==> config.mk <==
export PLATFORM = sky130hd
export DESIGN_NAME = ppf_port_pin_function_select
export DESIGN_NICKNAME = d
export VERILOG_FILES = /design/src/ppf_pkg.sv /design/src/ppf_cfg_if.sv /design/src/ppf_port_pin_function_select.sv /design/src/ppf_pin_mux.sv
export SDC_FILE = /design/constraint.sdc
export NUM_CORES = 1
export LEC_CHECK = 0
export ABC_AREA = 1
export ABC_CLOCK_PERIOD_IN_PS = 3000
export BUFFER_PORTS_ARGS = -buffer_cell sky130_fd_sc_hd__buf_2
export CAP_MARGIN = 20
export CORE_MARGIN = 4
export CORE_UTILIZATION = 50
export DETAILED_ROUTE_END_ITERATION = 7
export HOLD_SLACK_MARGIN = 0.1
export PLACE_DENSITY_LB_ADDON = 0.25
export SKIP_CTS_REPAIR_TIMING = 1
export SLEW_MARGIN = 30
export SYNTH_ARGS = -nofsm -noshare
export SYNTH_HDL_FRONTEND = slang
export SYNTH_SLANG_ARGS = --single-unit
==> constraint.sdc <==
create_clock -name REF_CLK_I -period 3 [get_ports REF_CLK_I]
set_input_delay 0.15 -clock REF_CLK_I [delete_from_list [all_inputs] [get_ports REF_CLK_I]]
set_output_delay 0.15 -clock REF_CLK_I [all_outputs]
set_load 0.005 [all_outputs]
==> src/ppf_pkg.sv <==
// constants, types and register map of the port pin function select block
package ppf_pkg;
    // register indices; byte address is four times the index
    localparam logic [15:0] IDX_P1_DATA   = 16'hffd4;
    localparam logic [15:0] IDX_P1_DIR    = 16'hffe4;
    localparam logic [15:0] IDX_P1_PULLUP = 16'hffed;
    localparam logic [15:0] IDX_P1_MODE   = 16'hfffc;
    localparam logic [15:0] IDX_P2_DATA   = 16'hffd5;
    localparam logic [15:0] IDX_P2_DIR    = 16'hffe5;
    // values after reset
    localparam logic [7:0]  RST_P1_DATA   = 8'h00;
    localparam logic [7:0]  RST_P1_DIR    = 8'h00;
    localparam logic [7:0]  RST_P1_PULLUP = 8'h00;
    localparam logic [7:0]  RST_P1_MODE   = 8'h04;
    localparam logic [2:0]  RST_P2_DATA   = 3'h0;
    localparam logic [2:0]  RST_P2_DIR    = 3'h0;
    // implemented bits of port one (pins 7 to 4 and 0)
    localparam logic [7:0]  P1_PIN_MASK   = 8'hf1;
    // reserved mode bit 2 reads one
    localparam logic [7:0]  MODE_FIXED    = 8'h04;
    localparam logic [7:0]  WO_READ       = 8'hff;
    // mode bit positions
    localparam int          MODE_EXT_INT3 = 7;
    localparam int          MODE_EXT_INT2 = 6;
    localparam int          MODE_EXT_INT1 = 5;
    localparam int          MODE_PWM      = 4;
    localparam int          MODE_WCLK     = 0;
    // power mode codes, gray along active-subactive-sleep-subsleep path
    typedef enum logic [2:0] {
        PM_ACTIVE    = 3'h0,
        PM_SUBACTIVE = 3'h1,
        PM_SLEEP     = 3'h3,
        PM_SUBSLEEP  = 3'h2,
        PM_WATCH     = 3'h6,
        PM_STANDBY   = 3'h7
    } ppf_pwr_e;
endpackage : ppf_pkg

==> src/ppf_cfg_if.sv <==
// settings and resulting pin controls passed between register file and pin mux
`timescale 1ns/10ps
interface ppf_cfg_if;
    logic [7:0] p1_data;
    logic [7:0] p1_dir;
    logic [7:0] p1_pullup;
    logic [7:0] p1_mode;
    logic [2:0] p2_data;
    logic [2:0] p2_dir;
    logic       pwm;
    logic       wclk;
    logic [7:0] p1_oe;
    logic [7:0] p1_out;
    logic [7:0] p1_pu_en;
    logic [2:0] p2_oe;
    logic [2:0] p2_out;
    modport regs (output p1_data, p1_dir, p1_pullup, p1_mode, p2_data, p2_dir, pwm, wclk,
                  input  p1_oe, p1_out, p1_pu_en, p2_oe, p2_out);
    modport mux  (input  p1_data, p1_dir, p1_pullup, p1_mode, p2_data, p2_dir, pwm, wclk,
                  output p1_oe, p1_out, p1_pu_en, p2_oe, p2_out);
endinterface : ppf_cfg_if

==> src/ppf_port_pin_function_select.sv <==
// port one pin function select and port two general i/o with a wishbone slave
//
// Operation
// - mode bit 4 selects pin four: zero general i/o, one pwm output.
// - mode bits 3 and 1 read zero, bit 2 reads one, writes ignored.
// - mode bit 0 puts watch clock on pin zero, overriding its direction.
// - pins seven to five become interrupt inputs when selected; seven also triggers timer.
// - pin four drives pwm when selected, else direction bit picks input or output.
// - port one floats in reset and standby, works in active and subactive, holds otherwise.
// - in standby a port one pin with pull-up enabled shows high.
// - pull-up is on only for direction zero with pull-up bit one.
// - reset switches every port one pull-up off.
// - port two has three general i/o pins in bits 2 to 0.
// - port two data read gives latch for outputs, pin level for inputs.
// - port two data bits 7 to 3 read zero and ignore writes.
// - reset clears port two data to zero.
// - port one direction one means output; settings apply only in general i/o mode.
// - port one data read gives latch for outputs, pin level for inputs.
// - port one direction register is write-only and reads all ones.
// - reset loads the pin mode register with only bit 2 set.
`timescale 1ns/10ps
module ppf_port_pin_function_select
    import ppf_pkg::*;
(
    // clock and reset
    input  wire logic        REF_CLK_I,
    input  wire logic        RESET_N_I,
    // wishbone slave
    input  wire logic        CYC_I,
    input  wire logic        STB_I,
    input  wire logic        WE_I,
    input  wire logic [17:0] ADR_I,
    input  wire logic [3:0]  SEL_I,
    input  wire logic [31:0] DAT_I,
    output logic      [31:0] DAT_O,
    output logic             ACK_O,
    // power mode from the system controller, same clock
    input  wire logic [2:0]  POWER_MODE_I,
    // on-chip peripherals
    input  wire logic        PWM_I,
    input  wire logic        WATCH_CLK_I,
    output logic      [2:0]  IRQ_N_O,
    output logic             TRIG_O,
    // port one pins, bits 7 to 4 and 0 used
    input  wire logic [7:0]  P1_IN_I,
    output logic      [7:0]  P1_OUT_O,
    output logic      [7:0]  P1_OE_O,
    output logic      [7:0]  P1_PULLUP_O,
    // port two pins
    input  wire logic [2:0]  P2_IN_I,
    output logic      [2:0]  P2_OUT_O,
    output logic      [2:0]  P2_OE_O
);
    // registers and next values
    logic [7:0]  port_one_data_q,     port_one_data_d;
    logic [7:0]  port_one_direction_q, port_one_direction_d;
    logic [7:0]  port_one_pullup_enable_q, port_one_pullup_enable_d;
    logic [7:0]  port_one_pin_mode_q, port_one_pin_mode_d;
    logic [2:0]  port_two_data_q,     port_two_data_d;
    logic [2:0]  port_two_direction_q, port_two_direction_d;
    logic        ack_q,   ack_d;
    logic [31:0] rdata_q, rdata_d;
    // synchronisers and pin state
    logic [7:0]  p1_meta_q, p1_sync_q;
    logic [2:0]  p2_meta_q, p2_sync_q;
    logic [7:0]  p1_oe_q,  p1_oe_d;
    logic [7:0]  p1_out_q, p1_out_d;
    logic [7:0]  p1_pu_q,  p1_pu_d;
    logic [2:0]  p2_oe_q,  p2_oe_d;
    logic [2:0]  p2_out_q, p2_out_d;
    logic [2:0]  irq_n_q,  irq_n_d;
    logic        trig_q,   trig_d;
    // decode
    logic        req;
    logic        wr;
    logic [15:0] idx;
    ppf_pwr_e    pm;
    logic        functional;
    logic        hold;

    ppf_cfg_if cfg ();

    // read value of a mixed latch/pin data register
    function automatic logic [7:0] mix_read(input logic [7:0] latch, input logic [7:0] pin,
                                            input logic [7:0] dir, input logic [7:0] mask);
        mix_read = ((latch & dir) | (pin & ~dir)) & mask;
    endfunction : mix_read

    // register read mux; unmapped indices read zero
    function automatic logic [7:0] reg_read(input logic [15:0] index);
        unique case (index)
            IDX_P1_DATA:   reg_read = mix_read(port_one_data_q, p1_sync_q,
                                               port_one_direction_q, P1_PIN_MASK);
            IDX_P1_DIR:    reg_read = WO_READ;
            IDX_P1_PULLUP: reg_read = port_one_pullup_enable_q & P1_PIN_MASK;
            IDX_P1_MODE:   reg_read = (port_one_pin_mode_q & P1_PIN_MASK) | MODE_FIXED;
            IDX_P2_DATA:   reg_read = mix_read({5'h00, port_two_data_q}, {5'h00, p2_sync_q},
                                               {5'h00, port_two_direction_q}, 8'h07);
            IDX_P2_DIR:    reg_read = WO_READ;
            default:       reg_read = 8'h00;
        endcase
    endfunction : reg_read

    assign req = CYC_I & STB_I & ~ack_q;
    assign wr  = req & WE_I & SEL_I[0];
    assign idx = ADR_I[17:2];

    // bus slave and register next values; write takes effect on the request edge
    always_comb begin
        port_one_data_d          = port_one_data_q;
        port_one_direction_d     = port_one_direction_q;
        port_one_pullup_enable_d = port_one_pullup_enable_q;
        port_one_pin_mode_d      = port_one_pin_mode_q;
        port_two_data_d          = port_two_data_q;
        port_two_direction_d     = port_two_direction_q;
        ack_d   = req;
        rdata_d = req ? {24'h000000, reg_read(idx)} : 32'h00000000;
        if (wr) begin
            unique case (idx)
                IDX_P1_DATA:   port_one_data_d = DAT_I[7:0] & P1_PIN_MASK;
                IDX_P1_DIR:    port_one_direction_d = DAT_I[7:0] & P1_PIN_MASK;
                IDX_P1_PULLUP: port_one_pullup_enable_d = DAT_I[7:0] & P1_PIN_MASK;
                IDX_P1_MODE:   port_one_pin_mode_d = (DAT_I[7:0] & P1_PIN_MASK) | MODE_FIXED;
                IDX_P2_DATA:   port_two_data_d = DAT_I[2:0];
                IDX_P2_DIR:    port_two_direction_d = DAT_I[2:0];
                default:       ; // unmapped writes are acknowledged and dropped
            endcase
        end
    end

    // register file flops
    always_ff @(posedge REF_CLK_I or negedge RESET_N_I) begin
        if (!RESET_N_I) begin
            port_one_data_q          <= RST_P1_DATA;
            port_one_direction_q     <= RST_P1_DIR;
            port_one_pullup_enable_q <= RST_P1_PULLUP;
            port_one_pin_mode_q      <= RST_P1_MODE;
            port_two_data_q          <= RST_P2_DATA;
            port_two_direction_q     <= RST_P2_DIR;
            ack_q   <= 1'b0;
            rdata_q <= 32'h00000000;
        end else begin
            port_one_data_q          <= port_one_data_d;
            port_one_direction_q     <= port_one_direction_d;
            port_one_pullup_enable_q <= port_one_pullup_enable_d;
            port_one_pin_mode_q      <= port_one_pin_mode_d;
            port_two_data_q          <= port_two_data_d;
            port_two_direction_q     <= port_two_direction_d;
            ack_q   <= ack_d;
            rdata_q <= rdata_d;
        end
    end

    // two-flop synchronisers for pin levels
    always_ff @(posedge REF_CLK_I or negedge RESET_N_I) begin
        if (!RESET_N_I) begin
            p1_meta_q <= 8'h00;
            p1_sync_q <= 8'h00;
            p2_meta_q <= 3'h0;
            p2_sync_q <= 3'h0;
        end else begin
            p1_meta_q <= P1_IN_I;
            p1_sync_q <= p1_meta_q;
            p2_meta_q <= P2_IN_I;
            p2_sync_q <= p2_meta_q;
        end
    end

    // settings to the pin mux
    assign cfg.p1_data   = port_one_data_q;
    assign cfg.p1_dir    = port_one_direction_q;
    assign cfg.p1_pullup = port_one_pullup_enable_q;
    assign cfg.p1_mode   = port_one_pin_mode_q;
    assign cfg.p2_data   = port_two_data_q;
    assign cfg.p2_dir    = port_two_direction_q;
    assign cfg.pwm       = PWM_I;
    assign cfg.wclk      = WATCH_CLK_I;

    ppf_pin_mux ppf_pin_mux_i (
        .cfg (cfg.mux)
    );

    // power mode decode; unknown codes hold the pins rather than glitch them
    assign pm = ppf_pwr_e'(POWER_MODE_I);
    always_comb begin
        functional = 1'b0;
        hold       = 1'b0;
        unique case (pm)
            PM_ACTIVE, PM_SUBACTIVE:        functional = 1'b1;
            PM_SLEEP, PM_SUBSLEEP, PM_WATCH: hold = 1'b1;
            PM_STANDBY:                     ;
            default:                        hold = 1'b1;
        endcase
    end

    // pin state: follow the mux, freeze, or float in standby
    always_comb begin
        p1_oe_d  = p1_oe_q;
        p1_out_d = p1_out_q;
        p1_pu_d  = p1_pu_q;
        p2_oe_d  = p2_oe_q;
        p2_out_d = p2_out_q;
        if (functional) begin
            p1_oe_d  = cfg.p1_oe;
            p1_out_d = cfg.p1_out;
            p1_pu_d  = cfg.p1_pu_en;
            p2_oe_d  = cfg.p2_oe;
            p2_out_d = cfg.p2_out;
        end else if (!hold) begin
            p1_oe_d = 8'h00;
            p2_oe_d = 3'h0;
            p1_pu_d = cfg.p1_pu_en;
        end
    end

    // peripheral inputs get the pin level only while their function is selected
    always_comb begin
        irq_n_d[2] = port_one_pin_mode_q[MODE_EXT_INT3] ? p1_sync_q[7] : 1'b1;
        irq_n_d[1] = port_one_pin_mode_q[MODE_EXT_INT2] ? p1_sync_q[6] : 1'b1;
        irq_n_d[0] = port_one_pin_mode_q[MODE_EXT_INT1] ? p1_sync_q[5] : 1'b1;
        trig_d     = port_one_pin_mode_q[MODE_EXT_INT3] & p1_sync_q[7];
    end

    // pin and peripheral flops; reset leaves every pin floating
    always_ff @(posedge REF_CLK_I or negedge RESET_N_I) begin
        if (!RESET_N_I) begin
            p1_oe_q  <= 8'h00;
            p1_out_q <= 8'h00;
            p1_pu_q  <= 8'h00;
            p2_oe_q  <= 3'h0;
            p2_out_q <= 3'h0;
            irq_n_q  <= 3'h7;
            trig_q   <= 1'b0;
        end else begin
            p1_oe_q  <= p1_oe_d;
            p1_out_q <= p1_out_d;
            p1_pu_q  <= p1_pu_d;
            p2_oe_q  <= p2_oe_d;
            p2_out_q <= p2_out_d;
            irq_n_q  <= irq_n_d;
            trig_q   <= trig_d;
        end
    end

    // outputs
    assign DAT_O       = rdata_q;
    assign ACK_O       = ack_q;
    assign IRQ_N_O     = irq_n_q;
    assign TRIG_O      = trig_q;
    assign P1_OUT_O    = p1_out_q;
    assign P1_OE_O     = p1_oe_q;
    assign P1_PULLUP_O = p1_pu_q;
    assign P2_OUT_O    = p2_out_q;
    assign P2_OE_O     = p2_oe_q;
endmodule : ppf_port_pin_function_select

==> src/ppf_pin_mux.sv <==
// pin function selection: direction, drive and pull-up per pin
`timescale 1ns/10ps
module ppf_pin_mux
    import ppf_pkg::*;
(
    ppf_cfg_if.mux cfg
);
    // peripheral functions override the direction bit while selected
    always_comb begin
        cfg.p1_oe  = cfg.p1_dir & P1_PIN_MASK;
        cfg.p1_out = cfg.p1_data & P1_PIN_MASK;
        // interrupt pins become inputs whatever the direction says
        if (cfg.p1_mode[MODE_EXT_INT3]) cfg.p1_oe[7] = 1'b0;
        if (cfg.p1_mode[MODE_EXT_INT2]) cfg.p1_oe[6] = 1'b0;
        if (cfg.p1_mode[MODE_EXT_INT1]) cfg.p1_oe[5] = 1'b0;
        if (cfg.p1_mode[MODE_PWM]) begin
            cfg.p1_oe[4]  = 1'b1;
            cfg.p1_out[4] = cfg.pwm;
        end
        if (cfg.p1_mode[MODE_WCLK]) begin
            cfg.p1_oe[0]  = 1'b1;
            cfg.p1_out[0] = cfg.wclk;
        end
    end

    // pull-up only on input-direction pins with the enable set
    assign cfg.p1_pu_en = ~cfg.p1_dir & cfg.p1_pullup & P1_PIN_MASK;
    // port two is plain general i/o here
    assign cfg.p2_oe  = cfg.p2_dir;
    assign cfg.p2_out = cfg.p2_data;
endmodule : ppf_pin_mux

==> results of run 1 <==
==> placed cells by master (no fill, tap or decap), drive strengths merged, types with 12 or more instances in the layout <==
master,netlist,routed
conb,1,33
nor2,39,39
clkbuf,4,12
nand3,30,30
dfrtp,73,73
buf,33,78
o21ai,39,39
nand2,114,114
inv,38,38
dlygate4sd3,0,12
==> area by class of cell <==
cell class | count | area (sq um)
Sequential cell | 76 | 1910
Clock buffer | 12 | 135
Timing Repair Buffer | 90 | 524
Fill cell | 570 | 2420
Multi-Input combinational cell | 265 | 1250
Tap cell | 77 | 96.3
Clock inverter | 4 | 51.3
Inverter | 39 | 146
==> worst max path at each step <==
| stage | from | to | slack, ns | depth (start not counted) |
|---|---|---|---|---|
| finish | ACK_O$_DFF_PN0_ | cfg.p1_dir[4]$_DFFE_PN0P_ | 1.56 | 5 |
| global route | ACK_O$_DFF_PN0_ | cfg.p1_dir[6]$_DFFE_PN0P_ | 1.46 | 6 |
| CTS | ACK_O$_DFF_PN0_ | cfg.p1_dir[4]$_DFFE_PN0P_ | 1.56 | 5 |
| detailed placement | POWER_MODE_I[1] | P2_OE_O[2]$_DFFE_PN0P_ | 1.49 | 7 |
| global placement | POWER_MODE_I[1] | P2_OE_O[0]$_DFFE_PN0P_ | 1.51 | 7 |
| floorplan | ACK_O$_DFF_PN0_ | cfg.p1_dir[0]$_DFFE_PN0P_ | 1.78 | 6 |
==> routing by layer <==
layer	vias up	wire length (um)	global-route usage [%]
met1	1196	3220	24.9
met5	-	0	0
li1	1328	-	-
met2	99	3270	29.2
met4	0	104	8.04
met3	11	553	3.47
==> metrics by stage <==
step	hold slack, ns	instances	utilization (%)	cell area [sq um]	setup slack [ns]
6_report	0.0695	563	62.9	4110	1.56
5_1_grt	0.105	563	62.9	4110	1.46
4_1_cts	-0.106	551	61.0	3980	1.56
3_5_place_dp	0.259	535	58.1	3800	1.49
3_3_place_gp	0.257	535	58.1	3800	1.51
2_1_floorplan	-0.146	417	-	3560	1.78
==> worst reg2reg max path: stages, from the launching register on <==
cell     delay [ns]
dfrtp_1        0.40
nor2_4         0.16
inv_1          0.10
nor2_4         0.20
nand3_2        0.26
o21ai_0        0.25
==> logic make-up (layout without fill, tap and decap cells) <==
| logic type | count (synthesis) | count (layout) | share of synthesized area (%) |
|---|---|---|---|
| other | 1 | 33 | 0.109 |
| AO/OA/AOI/OAI | 47 | 47 | 7.16 |
| buffers and inverters | 76 | 145 | 11.9 |
| flip-flops | 76 | 76 | 55.3 |
| AND/OR/NAND/NOR | 185 | 185 | 25.5 |
==> power by group through the flow <==
stage          Sequential (uW)  Clock [uW]  Combinational (uW)
6_report                  1040         746                 130
5_1_grt                   1050         814                 150
4_1_cts                   1040         759                 119
3_5_place_dp              1060           0                 118
3_3_place_gp              1060           0                 116
2_1_floorplan             1060           0                83.5
==> out/metrics.json, run 1 <==
{
  "status": {
    "outcome": "completed"
  },
  "drt": {
    "initialDrtViolationCount": 128,
    "postRouteAntennaNets": 0,
    "detailed_route_drc_error_count": 0,
    "drtPass1Iterations": 4,
    "routed_via_density": 4.68,
    "via_count": 2634,
    "postRouteWirelength_mm": 7.15,
    "post_drt_wl_per_cell_um": 12.7
  },
  "synthesis": {
    "synth.lib_cells_used.distinct": 23,
    "avgSynthCellArea_sq_um": 8.94,
    "proportion_of_netlist_area_held_by_the_largest_area_contributor_pct": 53.1,
    "yosys.area.top_type": "dfrtp_1",
    "yosysSeqAreaShare_pct": 55.3,
    "synth_edf_count": 0,
    "synthArstFlopShare_pct": 100,
    "synth_flop_cell": "dfrtp_1",
    "top_area_cells_in_the_synthesized_netlist": "dfrtp_1 53%, nand2_1 12%, buf_4 7.2%, inv_1 4.0%, nand3_1 3.9%",
    "yosys_register_bits": 76,
    "synth.yosys.warnings": 0,
    "post_synth_instance_area_sq_um": 3440,
    "synthTopCellsByCount": "107 x nand2_1, 73 x dfrtp_1, 37 x inv_1",
    "synthCells": 385,
    "post-synth-top-count-cell": "nand2_1"
  },
  "setup_path": {
    "critPathSlowestCell": "dfrtp_1",
    "timing.reg2reg.worst_path_depth": 5,
    "reg2reg_to": "cfg.p1_dir[4]$_DFFE_PN0P_",
    "cp_top_family": "simple AND/OR/NAND/NOR gates",
    "timing.critical_path.cells": "nor2_4 > inv_1 > nor2_4 > nand3_2 > o21ai_0",
    "worst_setup_path_start_kind": "flop",
    "cp.arrival_ns": 1.69,
    "path_max_fanout": 10,
    "critical-path-max-stage-delay_ns": 0.40,
    "critical_path.most_common_cell": "nor2_4",
    "cp.buffers_inverters": 1,
    "r2r_start": "ACK_O$_DFF_PN0_",
    "crit_required_ns": 3.25,
    "criticalPathCategory": "flop to flop",
    "setup.worst_path.end_class": "flop",
    "ff2ff_setup_slack_ns": 1.56
  },
  "floorplanning": {
    "starting_utilization_of_the_core_area_pct": 52.7,
    "io_pins": 142,
    "floorplan.die.width_um": 91.0,
    "chipHeight_um": 91.0,
    "design.die.area_sq_um": 8280,
    "placement_rows": 29,
    "core-area_sq_um": 6530
  },
  "placed_design": {
    "place.port_buffers": 75,
    "dp.final_hpwl_mm": 5.11,
    "gpl.final_weighted_congestion": 0.862
  },
  "job": {
    "timing.max_cap.violations": 0
  },
  "power": {
    "static-leakage-power_uw": 0.00221,
    "ir_worst_vdd_v": 0.000299,
    "switchingPower_uw": 449,
    "power_density_nw_per_um2": 467,
    "seq_power_share_pct": 54.4,
    "power.clock.fraction_pct": 38.8,
    "combinationalPowerShare_pct": 6.8,
    "totalPowerFinal_uw": 1920,
    "power.internal_uw": 1470,
    "sw_frac_of_total_pct": 23.4
  },
  "min_path": {
    "hold_path_depth": 3,
    "holdCritPathClass": "input port to flop",
    "origin_of_the_worst_min_delay_path": "DAT_I[2]",
    "min_delay_worst_endpoint": "cfg.p2_data[2]$_DFFE_PN0P_"
  },
  "clock_network": {
    "tritoncts.num_buffers": 9,
    "clock_tree.htree_level_count": 3,
    "clock-sinks": 76,
    "root_buffer": "clkbuf_8",
    "ctsLongestPathBuffers": 2,
    "cts_tree": "done",
    "clkSlewWorstSetupHoldPaths_ns": 0.07,
    "clock_latency_ns": 0.34
  },
  "sta": {
    "timing.final.setup_violations": 0,
    "max_slew_margin_pct": 56.2,
    "clock-skew-final_ns": 0.0102,
    "timing.final.hold_violations": 0,
    "fmaxAchievable_ghz": 0.694,
    "timing.setup.tns_ns": 0,
    "rsz0062_at_grt": "no",
    "drv_slew": 0,
    "finalWorstPathRequiredPeriod_ns": 1.44,
    "worst_slew_pin_slew_ns": 0.657,
    "timing.final.crit_share_pct": 48.0
  },
  "global_route": {
    "global_route_wire_length_before_repair_mm": 12.2,
    "grt_pass1_vias": 2596,
    "grt_util_all_layers_pct": 18.4,
    "grt_overflow": 0,
    "grt_start_max_net_pins": 77,
    "antenna_found_initial": 0
  },
  "final_layout": {
    "largest_reg_flops": 8,
    "n_antenna_cell": 0,
    "final_layout_size_suffix_gt1_share_pct": 25.7,
    "areaGrowthSynthToFinish_pct": 19.3,
    "final_net_count": 556
  }
}
Note: power is estimated with default switching activity, not from simulation.
==> inputs of run 2 (changes only) <==
ABC_CLOCK_PERIOD_IN_PS = 1300   (was 3000)
CORE_UTILIZATION = 43   (was 50)
clock period = 1.3 ns   (was 3 ns; I/O delays follow)
==> out/metrics.json, run 2 (synthesis gave the netlist of run 1 again) <==
{
  "placed_design": {
    "dpl_worst_slack": {"value": -0.0000719, "unit": "ns", "change": "-1.49 ns"},
    "place.port_buffers": {"value": 75, "change": "unchanged"},
    "gpl.final_weighted_congestion": {"value": 0.876, "change": "+1.6%"},
    "dp.final_hpwl": {"value": 5.53, "unit": "mm", "change": "+8.4%"}
  },
  "floorplanning": {
    "core-area": {"value": 7770, "unit": "sq um", "change": "+19%"},
    "placement_rows": {"value": 32, "change": "+10%"},
    "chipHeight": {"value": 97.5, "unit": "um", "change": "+7.1%"},
    "starting_utilization_of_the_core_area": {"value": 44.3, "unit": "%", "change": "-8.4 points"},
    "io_pins": {"value": 142, "change": "unchanged"},
    "design.die.area": {"value": 9500, "unit": "sq um", "change": "+15%"},
    "floorplan.die.width": {"value": 97.5, "unit": "um", "change": "+7.1%"}
  },
  "clock_network": {
    "clkSlewWorstSetupHoldPaths": {"value": 0.08, "unit": "ns", "change": "about the same"},
    "root_buffer": "clkbuf_8",
    "cts_tree": "done",
    "tritoncts.num_buffers": {"value": 9, "change": "unchanged"},
    "clock-sinks": {"value": 76, "change": "unchanged"},
    "clock_tree.htree_level_count": {"value": 3, "change": "unchanged"},
    "ctsLongestPathBuffers": {"value": 2, "change": "unchanged"},
    "clock_latency": {"value": 0.34, "unit": "ns", "change": "about the same"}
  },
  "setup_path": {
    "critical_path.most_common_cell": "nor2_4",
    "critPathSlowestCell": "dfrtp_1",
    "critical-path-max-stage-delay": {"value": 0.41, "unit": "ns", "change": "about the same"},
    "timing.critical_path.cells": "nor2_4 > inv_2 > nor2_4 > buf_6 > nand3_4 > nand2_1 > o21ai_1",
    "cp.arrival": {"value": 1.51, "unit": "ns", "change": "-0.18 ns"},
    "cp.buffers_inverters": {"value": 2, "change": "+1"},
    "crit_required": {"value": 1.53, "unit": "ns", "change": "-1.72 ns"},
    "path_max_fanout": {"value": 5, "change": "-5"},
    "setup.worst_path.end_class": "flop",
    "cp_top_family": "simple AND/OR/NAND/NOR gates",
    "criticalPathCategory": "flop to flop",
    "worst_setup_path_start_kind": "flop"
  },
  "min_path": {
    "holdCritPathClass": "input port to flop"
  },
  "power": {
    "power_density": {"value": 1040, "unit": "nW/um^2", "change": "+120%"},
    "seq_power_share": {"value": 53.3, "unit": "%", "change": "-1.1 points"},
    "static-leakage-power": {"value": 0.00232, "unit": "uW", "change": "+4.6%"},
    "sw_frac_of_total": {"value": 23.2, "unit": "%", "change": "-0.22 points"},
    "switchingPower": {"value": 1050, "unit": "uW", "change": "+130%"},
    "power.clock.fraction": {"value": 39.1, "unit": "%", "change": "+0.3 points"},
    "power.internal": {"value": 3470, "unit": "uW", "change": "+140%"},
    "ir_worst_vdd": {"value": 0.000474, "unit": "V", "change": "+58%"},
    "combinationalPowerShare": {"value": 7.6, "unit": "%", "change": "+0.8 points"}
  },
  "global_route": {
    "grt_start_max_net_pins": {"value": 38, "change": "-51%"},
    "global_route_wire_length_before_repair": {"value": 12.1, "unit": "mm", "change": "-1.4%"},
    "antenna_found_initial": {"value": 0, "change": "unchanged"},
    "grt_util_all_layers": {"value": 15.8, "unit": "%", "change": "-2.6 points"},
    "grt_pass1_vias": {"value": 2578, "change": "-0.69%"},
    "grt_overflow": {"value": 0, "change": "unchanged"}
  },
  "sta": {
    "clock-skew-final": {"value": 0.00615, "unit": "ns", "change": "-0.00410 ns"},
    "timing.final.crit_share": {"value": 99.0, "unit": "%", "change": "+51 points"},
    "finalWorstPathRequiredPeriod": {"value": 1.29, "unit": "ns", "change": "-0.154 ns"},
    "timing.final.setup_violations": {"value": 0, "change": "unchanged"},
    "fmaxAchievable": {"value": 0.777, "unit": "GHz", "change": "+12%"},
    "hold_ws": {"value": 0.113, "unit": "ns", "change": "+0.0440 ns"},
    "drv_slew": {"value": 0, "change": "unchanged"},
    "final_critical_path_setup_slack": {"value": 0.0135, "unit": "ns", "change": "-1.55 ns"},
    "rsz0062_at_grt": "yes",
    "timing.final.hold_violations": {"value": 0, "change": "unchanged"}
  },
  "final_layout": {
    "final_layout_size_suffix_gt1_share": {"value": 28.3, "unit": "%", "change": "+2.6 points"},
    "final_net_count": {"value": 572, "change": "+2.9%"},
    "nFillCells": {"value": 726, "change": "+27%"},
    "final_common_cell": "nand2_1",
    "n_antenna_cell": {"value": 0, "change": "unchanged"},
    "largest_reg_flops": {"value": 8, "change": "unchanged"},
    "mostFrequentLayoutCells": "103 x nand2_1, 74 x buf_2, 73 x dfrtp_1",
    "areaGrowthSynthToFinish_pct": 26.3
  },
  "drt": {
    "via_count": {"value": 2704, "change": "+2.7%"},
    "postRouteAntennaNets": {"value": 0, "change": "unchanged"},
    "routed_via_density": {"value": 4.48, "change": "-4.3%"},
    "post_drt_wl_per_cell": {"value": 12.6, "unit": "um", "change": "-0.57%"},
    "drtPass1Iterations": {"value": 5, "change": "+1"},
    "postRouteWirelength": {"value": 7.63, "unit": "mm", "change": "+6.7%"},
    "initialDrtViolationCount": {"value": 138, "change": "+7.8%"},
    "detailed_route_drc_error_count": {"value": 0, "change": "unchanged"}
  },
  "job": {
    "timing.max_cap.violations": {"value": 0, "change": "unchanged"}
  },
  "status": {
    "outcome": "completed"
  }
}
[run 2: final timing paths]
| kind | to | from | cells after the start | slack (ns) |
|---|---|---|---|---|
| hold / removal | DAT_O[3]$_DFF_PN0_ | STB_I | 5 | 0.11 |
| hold reg to reg | p1_sync_q[0]$_DFF_PN0_ | p1_meta_q[0]$_DFF_PN0_ | 0 | 0.35 |
| min in group asynchronous | TRIG_O$_DFF_PN0_ | RESET_N_I | 2 | 0.23 |
| setup reg to reg | cfg.p1_dir[5]$_DFFE_PN0P_ | ACK_O$_DFF_PN0_ | 7 | 0.01 |
| max in group asynchronous | IRQ_N_O[1]$_DFF_PN1_ | RESET_N_I | 3 | 0.53 |
| setup / recovery | cfg.p1_dir[5]$_DFFE_PN0P_ | ACK_O$_DFF_PN0_ | 7 | 0.01 |
[run 2: area by class of cell]
cell class	instances	area (sq um)	area share, %
flip-flops and latches	76	1910	43.8
inverters	39	146	3.37
well taps	102	128	2.94
multi-input cells	266	1310	30.0
clock inverters	4	48.8	1.12
repair buffers	105	668	15.4
clock buffers	12	145	3.34
[run 2: power by group through the flow]
| stage | logic [uW] | registers (uW) | clock network, uW |
|---|---|---|---|
| after floorplan | 193 | 2450 | 0 |
| after global placement | 294 | 2450 | 0 |
| after detailed placement | 296 | 2460 | 0 |
| after CTS | 296 | 2410 | 1800 |
| after global routing | 392 | 2410 | 1920 |
| final | 343 | 2410 | 1770 |
[run 2: stage by stage]
step | TNS, ns | utilization (%) | cell area (sq um) | std cells | power (uW)
after global placement | 0 | 50.1 | 3890 | 567 | 2750
final | 0 | 56.0 | 4350 | 604 | 4520
after global routing | -1.21 | 56.0 | 4350 | 604 | 4720
after floorplan | 0 | - | 3560 | 417 | 2650
after detailed placement | -0.0000719 | 50.1 | 3890 | 567 | 2750
after CTS | -0.0158 | 52.6 | 4090 | 583 | 4510
[run 2: worst register-to-register path, stage by stage, from the launching register on]
cell and delay, ns:
dfrtp_1 0.41, nor2_4 0.10, inv_2 0.06, nor2_4 0.19, buf_6 0.15, nand3_4 0.11, nand2_1 0.09, o21ai_1 0.06
[run 2: per-layer routing]
metal	GRT usage [%]	wire, um	up-vias
met2	25.1	3600	97
met5	0	0	-
met4	6.50	91	0
li1	-	-	1372
met1	20.4	3360	1228
met3	4.24	583	7
==> inputs of run 3 (changes only) <==
CORE_ASPECT_RATIO = 1.75   (was default)
==> out/metrics.json, run 3 (synthesis gave the netlist of run 1 again) <==
{
  "final_layout": {
    "final_net_count": {"value": 570, "change": "-0.35%"},
    "areaGrowthSynthToFinish_pct": 27.4,
    "fin_cells": {"value": 587, "change": "-2.8%"},
    "largest_reg_flops": {"value": 8, "change": "unchanged"},
    "final_layout_size_suffix_gt1_share": {"value": 27.7, "unit": "%", "change": "-0.63 points"},
    "final_common_cell": "nand2_1",
    "mostFrequentLayoutCells": "103 x nand2_1, 74 x buf_2, 73 x dfrtp_1",
    "final_design_area_no_fill": {"value": 4390, "unit": "sq um", "change": "+0.89%"},
    "n_antenna_cell": {"value": 0, "change": "unchanged"}
  },
  "placed_design": {
    "post_place_cell_area": {"value": 3870, "unit": "sq um", "change": "-0.64%"},
    "dp.final_hpwl": {"value": 5.50, "unit": "mm", "change": "-0.62%"},
    "gpl.final_weighted_congestion": {"value": 0.785, "change": "-10%"},
    "place.port_buffers": {"value": 75, "change": "unchanged"},
    "placed_cell_count": {"value": 552, "change": "-2.6%"},
    "dpl_worst_slack": {"value": -0.0428, "unit": "ns", "change": "-0.0427 ns"}
  },
  "setup_path": {
    "reg2reg_to": "cfg.p1_dir[6]$_DFFE_PN0P_",
    "crit_required": {"value": 1.51, "unit": "ns", "change": "-0.02 ns"},
    "worst_setup_path_start_kind": "flop",
    "timing.reg2reg.worst_path_depth": {"value": 7, "change": "unchanged"},
    "cp.arrival": {"value": 1.45, "unit": "ns", "change": "-0.06 ns"},
    "ff2ff_setup_slack": {"value": 0.06, "unit": "ns", "change": "+0.04 ns"},
    "criticalPathCategory": "flop to flop",
    "critical_path.most_common_cell": "nor2_4",
    "critical_path.startpoint": "ACK_O$_DFF_PN0_",
    "setup.worst_path.end_class": "flop",
    "r2r_start": "ACK_O$_DFF_PN0_",
    "path_max_fanout": {"value": 7, "change": "+2"},
    "critPathSlowestCell": "dfrtp_1",
    "critical-path-max-stage-delay": {"value": 0.40, "unit": "ns", "change": "about the same"},
    "timing.critical_path.cells": "nor2_4 > inv_2 > nor2_4 > buf_12 > nand3_4 > nand2_2 > o21ai_1"
  },
  "drt": {
    "detailed_route_drc_error_count": {"value": 0, "change": "unchanged"},
    "post_drt_wl_per_cell": {"value": 12.7, "unit": "um", "change": "+0.91%"},
    "postRouteAntennaNets": {"value": 0, "change": "unchanged"},
    "routed_via_density": {"value": 4.57, "change": "+2.1%"},
    "postRouteWirelength": {"value": 7.48, "unit": "mm", "change": "-1.9%"},
    "via_count": {"value": 2684, "change": "-0.74%"},
    "drtPass1Iterations": {"value": 5, "change": "unchanged"},
    "initialDrtViolationCount": {"value": 203, "change": "+47%"}
  },
  "global_route": {
    "grt_util_all_layers": {"value": 16.6, "unit": "%", "change": "+0.74 points"},
    "grt_overflow": {"value": 0, "change": "unchanged"},
    "antenna_found_initial": {"value": 0, "change": "unchanged"},
    "grt_pass1_vias": {"value": 2598, "change": "+0.78%"},
    "grt_start_max_net_pins": {"value": 30, "change": "-21%"},
    "global_route_wire_length_before_repair": {"value": 12.0, "unit": "mm", "change": "-0.35%"}
  },
  "min_path": {
    "holdCritPathClass": "input port to flop",
    "min_delay_worst_endpoint": "cfg.p1_pullup[0]$_DFFE_PN0P_",
    "origin_of_the_worst_min_delay_path": "DAT_I[0]",
    "hold_path_depth": {"value": 3, "change": "-2"}
  },
  "floorplanning": {
    "chipHeight": {"value": 126, "unit": "um", "change": "+30%"},
    "core-area": {"value": 7670, "unit": "sq um", "change": "-1.2%"},
    "io_pins": {"value": 142, "change": "unchanged"},
    "placement_rows": {"value": 42, "change": "+31%"},
    "design.die.area": {"value": 9560, "unit": "sq um", "change": "+0.59%"},
    "starting_utilization_of_the_core_area": {"value": 44.9, "unit": "%", "change": "+0.55 points"},
    "floorplan.die.width": {"value": 75.6, "unit": "um", "change": "-22%"}
  },
  "power": {
    "combinationalPowerShare": {"value": 6.7, "unit": "%", "change": "-0.9 points"},
    "ir_worst_vdd": {"value": 0.000678, "unit": "V", "change": "+43%"},
    "power.clock.fraction": {"value": 44.4, "unit": "%", "change": "+5.3 points"},
    "sw_frac_of_total": {"value": 21.8, "unit": "%", "change": "-1.4 points"},
    "power.internal": {"value": 3870, "unit": "uW", "change": "+11%"},
    "seq_power_share": {"value": 48.8, "unit": "%", "change": "-4.5 points"},
    "static-leakage-power": {"value": 0.00236, "unit": "uW", "change": "+2.0%"},
    "power_density": {"value": 1130, "unit": "nW/um^2", "change": "+8.4%"},
    "switchingPower": {"value": 1080, "unit": "uW", "change": "+2.9%"}
  },
  "sta": {
    "fmaxAchievable": {"value": 0.805, "unit": "GHz", "change": "+3.6%"},
    "finalWorstPathRequiredPeriod": {"value": 1.24, "unit": "ns", "change": "-0.0448 ns"},
    "final_critical_path_setup_slack": {"value": 0.0584, "unit": "ns", "change": "+0.0448 ns"},
    "clock-skew-final": {"value": 0.00633, "unit": "ns", "change": "+0.000188 ns"},
    "timing.final.hold_violations": {"value": 0, "change": "unchanged"},
    "timing.final.crit_share": {"value": 95.5, "unit": "%", "change": "-3.4 points"},
    "timing.final.setup_violations": {"value": 0, "change": "unchanged"},
    "drv_slew": {"value": 0, "change": "unchanged"},
    "timing.setup.tns": {"value": 0, "unit": "ns", "change": "unchanged"}
  },
  "job": {
    "timing.max_cap.violations": {"value": 0, "change": "unchanged"}
  },
  "clock_network": {
    "cts_tree": "done",
    "clkSlewWorstSetupHoldPaths": {"value": 0.06, "unit": "ns", "change": "-0.02 ns"},
    "clock_tree.htree_level_count": {"value": 3, "change": "unchanged"},
    "clock_latency": {"value": 0.33, "unit": "ns", "change": "about the same"},
    "tritoncts.num_buffers": {"value": 9, "change": "unchanged"},
    "clock-sinks": {"value": 76, "change": "unchanged"},
    "root_buffer": "clkbuf_16",
    "ctsLongestPathBuffers": {"value": 2, "change": "unchanged"}
  },
  "status": {
    "outcome": "completed"
  }
}
[run 3: changes by cell type in the layout (fill, tap and decap cells not counted), moves of 2 or more]
cell / before / now
buf_6: 2 / 0
clkbuf_16: 0 / 9
clkbuf_8: 10 / 1
nand2_4: 3 / 5
o21ai_0: 14 / 17
o21ai_1: 24 / 22
[run 3: power by group through the flow]
stage          clock [uW]  combinational (uW)  sequential (uW)
2_1_floorplan           0                 193             2450
3_3_place_gp            0                 280             2450
3_5_place_dp            0                 286             2460
4_1_cts              2250                 286             2410
5_1_grt              2350                 379             2420
6_report             2200                 333             2410
[run 3: layout make-up]
class / instances / area [sq um]
Tap cell: 88 / 110
Timing Repair Buffer: 103 / 656
Fill cell: 713 / 3290
Sequential cell: 76 / 1910
Inverter: 39 / 146
Clock buffer: 13 / 250
Clock inverter: 2 / 12.5
Multi-Input combinational cell: 266 / 1310
[run 3: critical path, delay by kind of cell, from the launching register on]
family	cells	cell delay [ns]
buffers and inverters	2	0.21
AOI/OAI and AO/OA	1	0.06
DFF	1	0.40
and+or+nand+nor	4	0.45
[run 3: metal layers]
| layer | GRT usage (%) | part of all wire, % |
|---|---|---|
| met1 | 19.8 | 38 |
| met5 | 0 | 0 |
| met3 | 3.25 | 6.8 |
| met4 | 7.62 | 2.2 |
| met2 | 27.8 | 53 |
[run 3: through the flow]
stage                     total power [uW]  util (%)  hold slack, ns
final                                 4940      57.2          0.0895
after global routing                  5150      57.2           0.129
after CTS                             4950      53.8          -0.327
after detailed placement              2740      50.4          0.0219
after global placement                2730      50.4          0.0171
after floorplan                       2650         -          -0.231
[run 3: worst max path at each step]
stage	to	slack (ns)	cells after the start
6_report	cfg.p1_dir[6]$_DFFE_PN0P_	0.06	7
5_1_grt	cfg.p1_dir[4]$_DFFE_PN0P_	-0.004	7
4_1_cts	cfg.p1_dir[7]$_DFFE_PN0P_	-0.07	6
3_5_place_dp	cfg.p1_dir[7]$_DFFE_PN0P_	-0.04	6
3_3_place_gp	cfg.p1_dir[0]$_DFFE_PN0P_	0.01	6
2_1_floorplan	cfg.p1_dir[0]$_DFFE_PN0P_	0.08	6
